**src/hw/dpg_pkg.sv**
```systemverilog
// Purpose: Constants shared by the dual port bus mux GPIO block
// Assumes: AHB-Lite register bus, 32-bit data
// Notes:   Printed offsets are register indexes; byte address is four times the index
package dpg_pkg;
    // ********************************
    // Register indexes and addresses
    // ********************************
    localparam logic [2:0] IDX_LOW_DATA  = 3'h0;
    localparam logic [2:0] IDX_HIGH_DATA = 3'h1;
    localparam logic [2:0] IDX_LOW_DIR   = 3'h2;
    localparam logic [2:0] IDX_HIGH_DIR  = 3'h4;
    localparam logic [2:0] IDX_HIGH_FUNC = 3'h5;
    localparam int         ADDR_W        = 5;
    localparam logic [1:0] WORD_LSB      = 2'h0;

    // ********************************
    // Reset values
    // ********************************
    localparam logic [7:0] RST_LOW_DIR   = 8'h00;
    localparam logic [7:0] RST_HIGH_DIR  = 8'h00;
    localparam logic [7:0] RST_HIGH_FUNC = 8'h00;
    localparam logic [7:0] RST_HIGH_LAT  = 8'h00;
    localparam logic [7:0] RST_LOW_LAT   = 8'h00;

    // ********************************
    // Bus encodings
    // ********************************
    localparam logic [1:0] HTRANS_NONSEQ = 2'h2;
    localparam logic [1:0] HTRANS_SEQ    = 2'h3;
    localparam logic [2:0] HSIZE_WORD    = 3'h2;

    // High pin modes, {function, direction}
    typedef enum logic [1:0] {
        DPG_IN   = 2'b00,
        DPG_OUT  = 2'b01,
        DPG_AD   = 2'b10,
        DPG_ADDR = 2'b11
    } dpg_mode_e;
endpackage

```
**src/hw/dpg_gpio.sv**
```systemverilog
// Purpose: Two 8-bit GPIO ports shared with the multiplexed external bus
// Assumes: AHB-Lite slave, zero wait states, word accesses
// Notes:   Function
`timescale 1ns/1ns
`default_nettype none
module dpg_gpio
#(
    parameter int WIDTH = 8
)
(
    // Clock and reset
    input  wire logic             mclk_in,
    input  wire logic             rst_n_in,
    // AHB-Lite slave
    input  wire logic             hsel_in,
    input  wire logic [31:0]      haddr_in,
    input  wire logic [1:0]       htrans_in,
    input  wire logic             hwrite_in,
    input  wire logic [2:0]       hsize_in,
    input  wire logic [31:0]      hwdata_in,
    input  wire logic             hready_in,
    output var  logic [31:0]      hrdata_out,
    output var  logic             hreadyout_out,
    output var  logic             hresp_out,
    // External bus controller
    input  wire logic             ext_access_in,
    input  wire logic [WIDTH-1:0] muxed_addr_data_low_in,
    input  wire logic [WIDTH-1:0] muxed_addr_data_high_in,
    input  wire logic             muxed_addr_data_oe_in,
    input  wire logic [WIDTH-1:0] address_mid_byte_in,
    // Low port pins
    input  wire logic [WIDTH-1:0] low_pin_in,
    output var  logic [WIDTH-1:0] low_pin_out,
    output var  logic [WIDTH-1:0] low_pin_oe_out,
    // High port pins
    input  wire logic [WIDTH-1:0] high_pin_in,
    output logic      [WIDTH-1:0] high_pin_out,
    output logic      [WIDTH-1:0] high_pin_oe_out
);
    // ********************************
    // Reset release
    // ********************************
    logic rst_n;

    dpg_reset_sync u_rst
    (
        .mclk_in   (mclk_in),
        .rst_n_in  (rst_n_in),
        .rst_n_out (rst_n)
    );

    // ********************************
    // Bus address phase
    // ********************************
    logic [WIDTH-1:0]              low_port_direction_reg;
    logic [WIDTH-1:0]              high_port_direction_reg;
    logic [WIDTH-1:0]              high_port_function_reg;
    logic [WIDTH-1:0]              low_latch_reg;
    logic [WIDTH-1:0]              high_latch_reg;
    logic                          wr_pend_reg;
    logic [dpg_pkg::ADDR_W-1:0]    wr_addr_reg;

    function automatic logic is_reg(input logic [dpg_pkg::ADDR_W-1:0] a, input logic [2:0] idx);
        is_reg = (a == {idx, dpg_pkg::WORD_LSB});
    endfunction

    wire addr_phase = hsel_in && hready_in && (htrans_in == dpg_pkg::HTRANS_NONSEQ ||
                                               htrans_in == dpg_pkg::HTRANS_SEQ);
    wire word_ok    = (hsize_in == dpg_pkg::HSIZE_WORD) &&
                      (haddr_in[31:dpg_pkg::ADDR_W] == '0);
    wire [dpg_pkg::ADDR_W-1:0] ra = haddr_in[dpg_pkg::ADDR_W-1:0];

    // Pin levels are read, never latches; write-only registers read zero
    wire [WIDTH-1:0] rd_byte = is_reg(ra, dpg_pkg::IDX_LOW_DATA)  ? low_pin_in :
                               is_reg(ra, dpg_pkg::IDX_HIGH_DATA) ? high_pin_in :
                               '0;
    wire [31:0] rd_next = (addr_phase && !hwrite_in && word_ok) ? {{(32-WIDTH){1'b0}}, rd_byte} : 32'h0;

    wire wr_low_data  = wr_pend_reg && is_reg(wr_addr_reg, dpg_pkg::IDX_LOW_DATA);
    wire wr_high_data = wr_pend_reg && is_reg(wr_addr_reg, dpg_pkg::IDX_HIGH_DATA);
    wire wr_low_dir   = wr_pend_reg && is_reg(wr_addr_reg, dpg_pkg::IDX_LOW_DIR);
    wire wr_high_dir  = wr_pend_reg && is_reg(wr_addr_reg, dpg_pkg::IDX_HIGH_DIR);
    wire wr_high_func = wr_pend_reg && is_reg(wr_addr_reg, dpg_pkg::IDX_HIGH_FUNC);
    wire [WIDTH-1:0] wbyte = hwdata_in[WIDTH-1:0];

    // ********************************
    // Bus state
    // ********************************
    always_ff @(posedge mclk_in or negedge rst_n)
    begin
        if (!rst_n)
        begin
            wr_pend_reg   <= 1'b0;
            wr_addr_reg   <= '0;
            hrdata_out    <= 32'h0;
            hreadyout_out <= 1'b0;
            hresp_out     <= 1'b0;
        end
        else
        begin
            wr_pend_reg   <= addr_phase && hwrite_in && word_ok;
            wr_addr_reg   <= ra;
            hrdata_out    <= rd_next;
            hreadyout_out <= 1'b1;
            hresp_out     <= 1'b0;
        end
    end

    // ********************************
    // Configuration registers
    // ********************************
    // External access wins over a software write to the low direction register in the same cycle
    always_ff @(posedge mclk_in or negedge rst_n)
    begin
        if (!rst_n)
            low_port_direction_reg <= dpg_pkg::RST_LOW_DIR;
        else if (ext_access_in)
            low_port_direction_reg <= dpg_pkg::RST_LOW_DIR;
        else if (wr_low_dir)
            low_port_direction_reg <= wbyte;
    end

    always_ff @(posedge mclk_in or negedge rst_n)
    begin
        if (!rst_n)
        begin
            high_port_direction_reg <= dpg_pkg::RST_HIGH_DIR;
            high_port_function_reg  <= dpg_pkg::RST_HIGH_FUNC;
            high_latch_reg          <= dpg_pkg::RST_HIGH_LAT;
        end
        else
        begin
            if (wr_high_dir)
                high_port_direction_reg <= wbyte;
            if (wr_high_func)
                high_port_function_reg <= wbyte;
            if (wr_high_data)
                high_latch_reg <= wbyte;
        end
    end

    // Low latch keeps no reset so its content is unspecified after reset
    always_ff @(posedge mclk_in)
    begin
        if (wr_low_data)
            low_latch_reg <= wbyte;
    end

    // ********************************
    // Low port pins
    // ********************************
    wire [WIDTH-1:0] low_val_next = ext_access_in ? muxed_addr_data_low_in : low_latch_reg;
    wire [WIDTH-1:0] low_oe_next  = ext_access_in ? {WIDTH{muxed_addr_data_oe_in}}
                                                  : low_port_direction_reg;

    always_ff @(posedge mclk_in or negedge rst_n)
    begin
        if (!rst_n)
        begin
            low_pin_out    <= dpg_pkg::RST_LOW_LAT;
            low_pin_oe_out <= dpg_pkg::RST_LOW_DIR;
        end
        else
        begin
            low_pin_out    <= low_val_next;
            low_pin_oe_out <= low_oe_next;
        end
    end

    // ********************************
    // High port pins
    // ********************************
    dpg_pin_mux #(.WIDTH(WIDTH)) u_high
    (
        .mclk_in    (mclk_in),
        .rst_n_in   (rst_n),
        .func_in    (high_port_function_reg),
        .dir_in     (high_port_direction_reg),
        .latch_in   (high_latch_reg),
        .ad_out_in  (muxed_addr_data_high_in),
        .ad_oe_in   (muxed_addr_data_oe_in),
        .addr_in    (address_mid_byte_in),
        .pin_out    (high_pin_out),
        .pin_oe_out (high_pin_oe_out)
    );
endmodule
`default_nettype wire

```
**src/hw/dpg_pin_mux.sv**
```systemverilog
// Purpose: Per-pin selection for the high port
// Assumes: Mode is {function bit, direction bit}
// Notes:   Registered so top outputs come from flip-flops
`timescale 1ns/1ns
`default_nettype none
module dpg_pin_mux
#(
    parameter int WIDTH = 8
)
(
    // Clock and reset
    input  wire logic             mclk_in,
    input  wire logic             rst_n_in,
    // Configuration
    input  wire logic [WIDTH-1:0] func_in,
    input  wire logic [WIDTH-1:0] dir_in,
    input  wire logic [WIDTH-1:0] latch_in,
    // Bus controller
    input  wire logic [WIDTH-1:0] ad_out_in,
    input  wire logic             ad_oe_in,
    input  wire logic [WIDTH-1:0] addr_in,
    // Pin drive
    output var  logic [WIDTH-1:0] pin_out,
    output var  logic [WIDTH-1:0] pin_oe_out
);
    logic [WIDTH-1:0] val_next;
    logic [WIDTH-1:0] oe_next;

    genvar i;
    generate
        for (i = 0; i < WIDTH; i = i + 1)
        begin : g_pin
            wire dpg_pkg::dpg_mode_e mode = dpg_pkg::dpg_mode_e'({func_in[i], dir_in[i]});
            // Bus modes take value from the controller; AD drives per ad_oe_in, ADDR always drives
            assign val_next[i] = (mode == dpg_pkg::DPG_OUT)  ? latch_in[i] :
                                 (mode == dpg_pkg::DPG_AD)   ? ad_out_in[i] :
                                 (mode == dpg_pkg::DPG_ADDR) ? addr_in[i] : 1'b0;
            assign oe_next[i]  = (mode == dpg_pkg::DPG_OUT)  ||
                                 (mode == dpg_pkg::DPG_ADDR) ||
                                 ((mode == dpg_pkg::DPG_AD) && ad_oe_in);
        end
    endgenerate

    always_ff @(posedge mclk_in or negedge rst_n_in)
    begin
        if (!rst_n_in)
        begin
            pin_out    <= '0;
            pin_oe_out <= '0;
        end
        else
        begin
            pin_out    <= val_next;
            pin_oe_out <= oe_next;
        end
    end
endmodule
`default_nettype wire

```
**src/hw/dpg_reset_sync.sv**
```systemverilog
// Purpose: Two-stage release of the asynchronous reset
// Assumes: Active-low reset input
// Notes:   Assertion is immediate, release is clocked
`timescale 1ns/1ns
`default_nettype none
module dpg_reset_sync
(
    // Clock and raw reset
    input  wire logic mclk_in,
    input  wire logic rst_n_in,
    // Released reset
    output var  logic rst_n_out
);
    logic stage_reg;

    always_ff @(posedge mclk_in or negedge rst_n_in)
    begin
        if (!rst_n_in)
        begin
            stage_reg <= 1'b0;
            rst_n_out <= 1'b0;
        end
        else
        begin
            stage_reg <= 1'b1;
            rst_n_out <= stage_reg;
        end
    end
endmodule
`default_nettype wire

```
**config.mk**
```make
export PLATFORM = sky130hd
export DESIGN_NAME = dpg_gpio
export DESIGN_NICKNAME = d
export VERILOG_FILES = /design/src/hw/dpg_pkg.sv /design/src/hw/dpg_gpio.sv /design/src/hw/dpg_pin_mux.sv /design/src/hw/dpg_reset_sync.sv
export SDC_FILE = /design/constraint.sdc
export NUM_CORES = 1
export LEC_CHECK = 0
export BUFFER_PORTS_ARGS = -buffer_cell sky130_fd_sc_hd__buf_4
export CAP_MARGIN = 30
export CORE_ASPECT_RATIO = 2
export CORE_MARGIN = 1.5
export CORE_UTILIZATION = 45
export CTS_BUF_LIST = sky130_fd_sc_hd__clkbuf_8
export CTS_CLUSTER_DIAMETER = 30
export DETAILED_ROUTE_END_ITERATION = 7
export PLACE_DENSITY = 0.79
export RECOVER_POWER = 25
export SYNTH_ARGS = -nofsm -noshare
export SYNTH_HDL_FRONTEND = slang
export SYNTH_SLANG_ARGS = --single-unit
```
**constraint.sdc**
```tcl
create_clock -name mclk_in -period 3.6 [get_ports mclk_in]
set_clock_uncertainty 0.2 [all_clocks]
set_input_delay 0.54 -clock mclk_in [delete_from_list [all_inputs] [get_ports mclk_in]]
set_output_delay 0.54 -clock mclk_in [all_outputs]
set_load 0.05 [all_outputs]
```
==> results of run 1 <==
## path summary, 6_finish.rpt
check,end,slack [ns],depth (start not counted)
worst min register to register,u_rst.rst_n_out,0.17,0
worst max-delay path,high_latch_reg[7],1.36,3
worst min-delay path,wr_addr_reg[4],0.13,1
max in group asynchronous,low_port_direction_reg[6],1.42,1
worst max register to register,high_latch_reg[7],1.36,3
min in group asynchronous,u_rst.rst_n_out,0.30,2
## stage by stage
stage	setup slack [ns]	hold WS, ns	power, mW	cell area (µm²)	utilization
floorplan	0.977	0.0444	1.28	3770	-
global placement	1.36	0.122	1.38	4670	0.588
detailed placement	1.34	0.124	1.38	4670	0.588
CTS	1.34	0.0937	2.10	4890	0.616
global route	1.03	0.115	2.16	4860	0.612
finish	1.36	0.127	2.07	4860	0.612
## worst reg2reg max path, delay by kind of cell (launching register included)
kind / cells / cell delay [ns]
flops: 1 / 0.40
simple gates: 2 / 1.14
mux: 1 / 0.39
## placed cells by master, fill, tap and decap left out, types with 3 or more instances in the layout
cell        n
buf_4     119
dfrtp_1    80
mux2_2     48
conb_1     27
o21ai_0    24
nand2_1    18
nor4_1     15
clkbuf_1   12
inv_1      11
clkbuf_8    9
nand3b_1    8
a21o_1      8
nand3_1     8
a21oi_1     8
edfxtp_1    8
or3_1       3
## routing by layer
| metal | wire (µm) | GRT usage |
|---|---|---|
| met1 | 2430 | 0.166 |
| met2 | 4880 | 0.362 |
| met3 | 492 | 0.0497 |
| met4 | 157 | 0.0960 |
| met5 | 0 | 0 |
## logic make-up (layout without fill, tap and decap cells)
kind of cell,after synthesis,count (layout),synth area share
AO/OA/AOI/OAI,40,40,0.0598
buffers and inverters,44,162,0.0710
flip-flops,89,89,0.616
multiplexers,48,48,0.147
other,2,27,0.00204
AND/OR/NAND/NOR,64,64,0.104
## cell usage after synthesis, drive strengths merged
cell | count | area, µm²
nand2 | 18 | 67.6
nor2 | 1 | 3.75
clkbuf | 5 | 18.8
or4b | 1 | 10.0
nor4b | 2 | 23.8
nand3b | 8 | 60.1
o21ai | 24 | 120
buf | 29 | 205
nand3 | 8 | 40.0
mux2 | 48 | 541
a21o | 8 | 60.1
nand2b | 1 | 6.26
inv | 10 | 37.5
and4b | 1 | 10.0
a21oi | 8 | 40.0
nand4 | 2 | 12.5
dfrtp | 81 | 2030
nor4 | 15 | 93.8
edfxtp | 8 | 240
conb | 2 | 7.51
or3 | 3 | 18.8
nor2b | 1 | 6.26
nor3 | 3 | 31.3
## power by group
part	switching [mW]	internal, mW
logic	0.196	0.111
clock network	0.328	0.385
registers	0.0139	1.04
total	0.538	1.53
## area by class of cell
class,count,share of cell area
Tap cell,96,0.0247
Inverter,10,0.00772
Sequential cell,89,0.467
Multi-Input combinational cell,179,0.256
Clock buffer,9,0.0255
Clock inverter,7,0.0175
Timing Repair Buffer,136,0.201
==> run metrics, run 1 <==
H-tree Lvls 3; PwrDens 426 mW/mm²; critical path data required time around 3.6 ns; worst skew pair latency 0.35 ns; slew margin rel. -0.196; antenna fix cells 0; Boundary Pins 182; Crit path largest cell delay a little over 0.7 ns; CTS tree done; drt first pass iters 6; Die Footprint 0.00876 mm²; RSZ-0062 raised after global routing no; Post-Route WL 7.97 mm; Post CTS Setup Buffer Count 0; row cnt 46; WS Path Type reg -> reg; setup tns final 0 ns; Clock transition at path regs around 0.08 ns; crit path cell chain or4b_1 -> nor3_4 -> mux2_2; max-slew violation count 76; CP Launch Point wr_addr_reg[1]; #FFs+latches synth 89; Final Hold Fails 0; max-cap violations 1; global-route wire length before repair 12.0 mm; DR vias 2679; f_max 447 MHz; CP Max Fanout 10; status finished with violations; post-CTS sizing 0; vias in the first global route 2735; Routed Antenna Nets 0; largest net degree at the start of global routing 80; initial drt markers 153; Die X around 67 µm; share of layout cells above drive strength 1 0.435; Post-Synthesis Cell Area 0.00368 mm²; initial core utilization 0.463; Worst Path Arrival 2.27 ns; RR Startpoint wr_addr_reg[1]; worst vdd ir 0.220 mV; DRC viols 0; area occupied by multi-input gates 0.00125 mm²; Worst Hold Class in -> reg; hold_sp haddr_in[4]; Setup-failing EPs final 0; Detailed Place HPWL 6.05 mm; crit end category flip-flop; initial antenna violation count 0; Non-Filler Instances ~530; Hold Buf Count CTS 1; Area growth syn-to-layout 32.1%; Final Cycle Share 0.622; slowest cell on the critical path or4b_1; CTS max path bufs 2; Synth cell types 28; CTS Sinks 89; sequential area share after synthesis 0.616; sequential cell area about 0.0023 mm²; TritonCTS buffer count 9; routed len/inst 15.1 µm; failing checks capacitance limit, slew limit; Slew @ Worst Pin around 1.8 ns; CTS Root Buffer Type clkbuf_8; Post-Place Cells approximately 510; via/cell ratio 5.09; overall die height 131 µm; total core area 0.00794 mm²; grt ovf 0; Static Leak 2.35 nW; routability congestion estimate 0.743; Nets 541; number of port buffers 131; Buf/Inv on CP 0; FILL cells 667; post-synthesis instance total 287; CP Launch Type flip-flop; fin crit period 2.24 ns; average cell area after synthesis 12.8 µm²; GR Util All Layers 0.186; Ys Warns 0; Crit path max-delay family simple AND/OR/NAND/NOR gates
Note: power is estimated with default switching activity, not from simulation.
==> run 2: changes to the inputs <==
clock period = 2.3 ns   (was 3.6 ns; I/O delays follow)
==> run 2 against run 1 <==
Net effect: the run still ends with capacitance limit, slew limit left; via count grew 0.90%; sequential cell count is the same; worst setup slack lost 1.1 ns; die area is the same; cell count grew 1.9%; global-route usage grew 0.95 points; register-to-register slack lost 1.1 ns.
==> run metrics, run 2 (synthesis results as in run 1) <==
status finished with violations; failing checks capacitance limit, slew limit; CTS tree done; CTS Root Buffer Type clkbuf_8; initial core utilization 0.463 (unchanged); crit path cell chain or4b_1 -> nor3_4 -> mux2_2; critical path data required time 2.33 ns (-1.31 ns); Static Leak 2.41 nW (+2.8%); Non-Filler Instances 536 (+1.9%); grt ovf 0 (unchanged); CP Max Fanout 8 (-2); area post-placement 0.00472 mm² (+0.91%); Crit path max-delay family simple AND/OR/NAND/NOR gates; drt first pass iters 4 (-2); slew margin rel. -0.110 (+0.0861); Post-Place Cells 511 (+0.79%); slowest cell on the critical path or4b_1; Nets 551 (+1.8%); fin crit period 2.07 ns (-0.170 ns); global-route wire length before repair 12.6 mm (+4.6%); Routed Antenna Nets 0 (unchanged); CTS Sinks 89 (unchanged); worst vdd ir 0.361 mV (+65%); Worst Path Arrival 2.10 ns (-0.17 ns); flop2flop setup slack 0.23 ns (-1.13 ns); max-slew violation count 42 (-45%); share of layout cells above drive strength 1 0.441 (+0.00603); post-CTS sizing 0 (unchanged); Final Cycle Share 0.899 (+0.277); routed len/inst 15.2 µm (about the same); RSZ-0062 raised after global routing no; Buf/Inv on CP 0 (unchanged); DRC viols 0 (unchanged); Boundary Pins 182 (unchanged); antenna fix cells 0 (unchanged); worst skew pair latency 0.35 ns (about the same); CTS max path bufs 2 (unchanged); Detailed Place HPWL 6.28 mm (+3.9%); TritonCTS buffer count 9 (unchanged); most common cell after layout, fill and taps aside buf_4; number of port buffers 131 (unchanged); Placement Setup Slack 0.218 ns (-1.12 ns); RR Endpoint high_latch_reg[7]; Crit path largest cell delay 0.59 ns (-0.12 ns); Slew @ Worst Pin 1.67 ns (-0.129 ns); Worst path depth 3 (unchanged); f_max 484 MHz (+8.2%); max-cap violations 1 (unchanged); largest net degree at the start of global routing 43 (-46%); PwrDens 630 mW/mm² (+48%); RR Startpoint wr_addr_reg[1]; vias in the first global route 2819 (+3.1%); most frequent cells in the layout buf_4, dfrtp_1, mux2_2; Setup-failing EPs final 0 (unchanged); Clock transition at path regs 0.08 ns (about the same); Die Footprint 0.00876 mm² (unchanged); Final Hold Fails 0 (unchanged); Post-Route WL 8.12 mm (+2.0%); Worst Hold Class in -> reg; crit end category flip-flop; routability congestion estimate 0.774 (+4.1%); row cnt 46 (unchanged); CP Launch Type flip-flop; setup tns final 0 ns (unchanged); initial drt markers 96 (-37%); Area growth syn-to-layout 34.6%; WS Path Type reg -> reg; DR vias 2703 (+0.90%); total core area 0.00794 mm² (unchanged); Die X 67.0 µm (unchanged); Reg2Reg Depth 3 (unchanged); Finished Cell Area 0.00496 mm² (+1.9%); GR Util All Layers 0.196 (+0.00945); initial antenna violation count 0 (unchanged); overall die height 131 µm (unchanged); setup ws final 0.232 ns (-1.13 ns); crit path to high_latch_reg[7]; via/cell ratio 5.04 (-0.99%); CP Launch Point wr_addr_reg[1]; H-tree Lvls 3 (unchanged)
run 2: changes by cell type in the layout (fill, tap and decap cells not counted), moves of 2 or more:
cell	previous run	this run
clkinv_2	1	3
clkbuf_1	12	7
clkinv_1	2	0
buf_4	119	126
dlygate4sd3_1	2	9
inv_1	11	13
run 2: worst min-delay path by stage:
stage / endpoint / cells past startpoint / slack (ns) / from
floorplan: u_rst.rst_n_out / 0 / -0.15 / rst_n_in
global placement: u_rst.stage_reg / 1 / -0.07 / rst_n_in
detailed placement: u_rst.stage_reg / 1 / -0.07 / rst_n_in
CTS: low_latch_reg[0] / 1 / 0.001 / hwdata_in[0]
global route: low_pin_out[4] / 2 / 0.01 / muxed_addr_data_low_in[4]
finish: low_pin_out[1] / 2 / 0.03 / muxed_addr_data_low_in[1]
run 2: per-stage QoR:
stage | hold WS (ns) | power (mW) | util
finish | 0.0256 | 3.12 | 0.624
CTS | 0.00124 | 3.17 | 0.628
global route | 0.0135 | 3.26 | 0.624
global placement | -0.0716 | 2.16 | 0.594
detailed placement | -0.0669 | 2.18 | 0.594
floorplan | -0.151 | 2.00 | -
run 2: where the power goes:
group,switching (mW),internal (mW)
clock network,0.492,0.485
registers,0.0354,1.63
logic,0.299,0.188
run 2: metal layers:
layer | wire length, µm | vias up | global-route usage
li1 | - | 1255 | -
met1 | 2450 | 1299 | 0.175
met2 | 4910 | 129 | 0.385
met3 | 490 | 20 | 0.0411
met4 | 268 | 0 | 0.106
met5 | 0 | - | 0
run 2: repair_timing:
| item | 4_1_cts | 5_1_grt |
|---|---|---|
| hold endpoints to repair | 10 | 0 |
| buffers inserted | 0 | 0 |
| hold buffers | 9 | 0 |
| endpoints found under the setup margin | 0 | 0 |
run 2: cell type report:
class	count	area, µm²
Fill cell	688	2990
Sequential cell	89	2270
Multi-Input combinational cell	179	1250
Timing Repair Buffer	146	1100
Clock buffer	9	124
Tap cell	96	120
Clock inverter	7	56.3
Inverter	10	37.5
==> run 3: changes to the inputs <==
REMOVE_ABC_BUFFERS = 1   (was default)
==> run 3 against run 2 <==
Net effect: the run now ends clean; critical path depth increased by 1; non-clock buffer count increased by 8; worst setup slack improved by 0.028 ns; register-to-register slack gained 0.03 ns; critical path type unchanged; critical endpoint is now high_latch_reg[5].
==> run metrics, run 3 (synthesis results as in run 1) <==
Finished Cell Area 0.00506 mm² (+2.2%); setup ws final 0.260 ns (+0.0276 ns); Worst Hold Class in -> reg; critical path data required time 2.34 ns (about the same); Comb pwr share 0.157 (about the same); total power 3.17 mW (+1.6%); grt ovf 0 (unchanged); worst vdd ir 0.464 mV (+29%); CTS max path bufs 2 (unchanged); worst skew pair latency 0.36 ns (about the same); Power Internal 2.34 mW (+1.8%); slew margin rel. 0.298 (+0.409); DRC viols 0 (unchanged); Die X 67.0 µm (unchanged); Final Cycle Share 0.887 (-0.0120); PwrDens 627 mW/mm² (-0.60%); status finished, final reports clean; share of layout cells above drive strength 1 0.449 (+0.00775); Static Leak 2.46 nW (+2.2%); Net Sw Frac 0.262 (-0.00181); max-slew violation count 0 (-100%); CTS tree done; CTS Root Buffer Type clkbuf_8; max-cap violations 0 (-1); Detailed Place HPWL 6.38 mm (+1.5%); sequential power share 0.523 (-0.009); area post-placement 0.00472 mm² (+0.16%); Boundary Pins 182 (unchanged); overall die height 131 µm (unchanged); DR vias 2708 (+0.18%); initial core utilization 0.463 (unchanged); Slew @ Worst Pin 1.05 ns (-0.613 ns); Placement Setup Slack 0.188 ns (-0.0299 ns); drt first pass iters 4 (unchanged); row cnt 46 (unchanged); routability congestion estimate 0.736 (-4.8%); TritonCTS buffer count 9 (unchanged); Setup-failing EPs final 0 (unchanged); number of port buffers 131 (unchanged); Post-Route WL 8.09 mm (-0.43%); antenna fix cells 0 (unchanged); fin crit period 2.04 ns (-0.0276 ns); Final Hold Fails 0 (unchanged); f_max 490 MHz (+1.4%); total core area 0.00794 mm² (unchanged); Nets 559 (+1.5%); most common cell after layout, fill and taps aside buf_4; routed len/inst 14.9 µm (-1.9%); CP Launch Type flip-flop; global-route wire length before repair 12.6 mm (-0.33%); Post-Place Cells 512 (+0.20%); via/cell ratio 4.98 (-1.3%); initial drt markers 82 (-15%); Clock power frac 0.320 (+0.007); H-tree Lvls 3 (unchanged); hold_ws 0.0217 ns (-0.00395 ns); Area growth syn-to-layout 37.6%; Non-Filler Instances 544 (+1.5%); GR Util All Layers 0.197 (+0.00181); Die Footprint 0.00876 mm² (unchanged); most frequent cells in the layout buf_4, dfrtp_1, mux2_2; initial antenna violation count 0 (unchanged); Switch Pwr 0.833 mW (+0.89%); CP Max Fanout 6 (-2); RSZ-0062 raised after global routing no; CTS Sinks 89 (unchanged); largest net degree at the start of global routing 42 (-2.3%); Clock transition at path regs 0.08 ns (about the same); Routed Antenna Nets 0 (unchanged); WS Path Type reg -> reg; Worst Path Arrival 2.08 ns (-0.02 ns); vias in the first global route 2754 (-2.3%); crit end category flip-flop
[run 3: stage by stage]
step | util | setup TNS, ns
floorplan | - | -25.52
global placement | 0.595 | 0
detailed placement | 0.595 | 0
CTS | 0.637 | 0
global route | 0.638 | 0
finish | 0.638 | 0
[run 3: path summary, 6_finish.rpt]
| path | end | slack (ns) | depth (start not counted) | from |
|---|---|---|---|---|
| max in group asynchronous | hreadyout_out | 1.13 | 1 | u_rst.rst_n_out |
| min in group asynchronous | high_port_direction_reg[4] | 0.11 | 0 | u_rst.rst_n_out |
| max | high_latch_reg[5] | 0.26 | 4 | wr_addr_reg[1] |
| min reg2reg | high_port_direction_reg[4] | 0.11 | 0 | u_rst.rst_n_out |
| max reg2reg | high_latch_reg[5] | 0.26 | 4 | wr_addr_reg[1] |
| min | low_pin_out[2] | 0.02 | 2 | muxed_addr_data_low_in[2] |
[run 3: worst max-delay path: stages (launching register included)]
cell and delay, ns:
dfrtp_1 0.40, or4b_1 0.59, nor3_4 0.26, buf_12 0.16
mux2_2 0.33
[run 3: power groups by stage]
stage | combinational, mW | clock, mW | sequential (mW)
finish | 0.499 | 1.01 | 1.66
global route | 0.531 | 1.12 | 1.67
CTS | 0.502 | 1.04 | 1.66
detailed placement | 0.480 | 0 | 1.69
global placement | 0.473 | 0 | 1.69
floorplan | 0.152 | 0 | 1.80
[run 3: cell type report]
cell class                      count  area [µm²]
Fill cell                         625        2880
Sequential cell                    89        2270
Multi-Input combinational cell    179        1250
Timing Repair Buffer              154        1200
Clock buffer                       10         138
Tap cell                           96         120
Clock inverter                      6        51.3
Inverter                           10        37.5
[run 3: metal layers]
| metal | wire length (µm) | global-route usage | vias up |
|---|---|---|---|
| li1 | - | - | 1273 |
| met1 | 2580 | 0.193 | 1297 |
| met2 | 4810 | 0.374 | 123 |
| met3 | 456 | 0.0445 | 15 |
| met4 | 242 | 0.0972 | 0 |
| met5 | 0 | 0 | - |
[run 3: timing repair]
| action | CTS | global route |
|---|---|---|
| resized for setup | 0 | 0 |
| endpoints found under the hold margin | 16 | 1 |
| setup buffers | 0 | 0 |
| hold buffers | 15 | 1 |
| setup endpoints to repair | 0 | 0 |
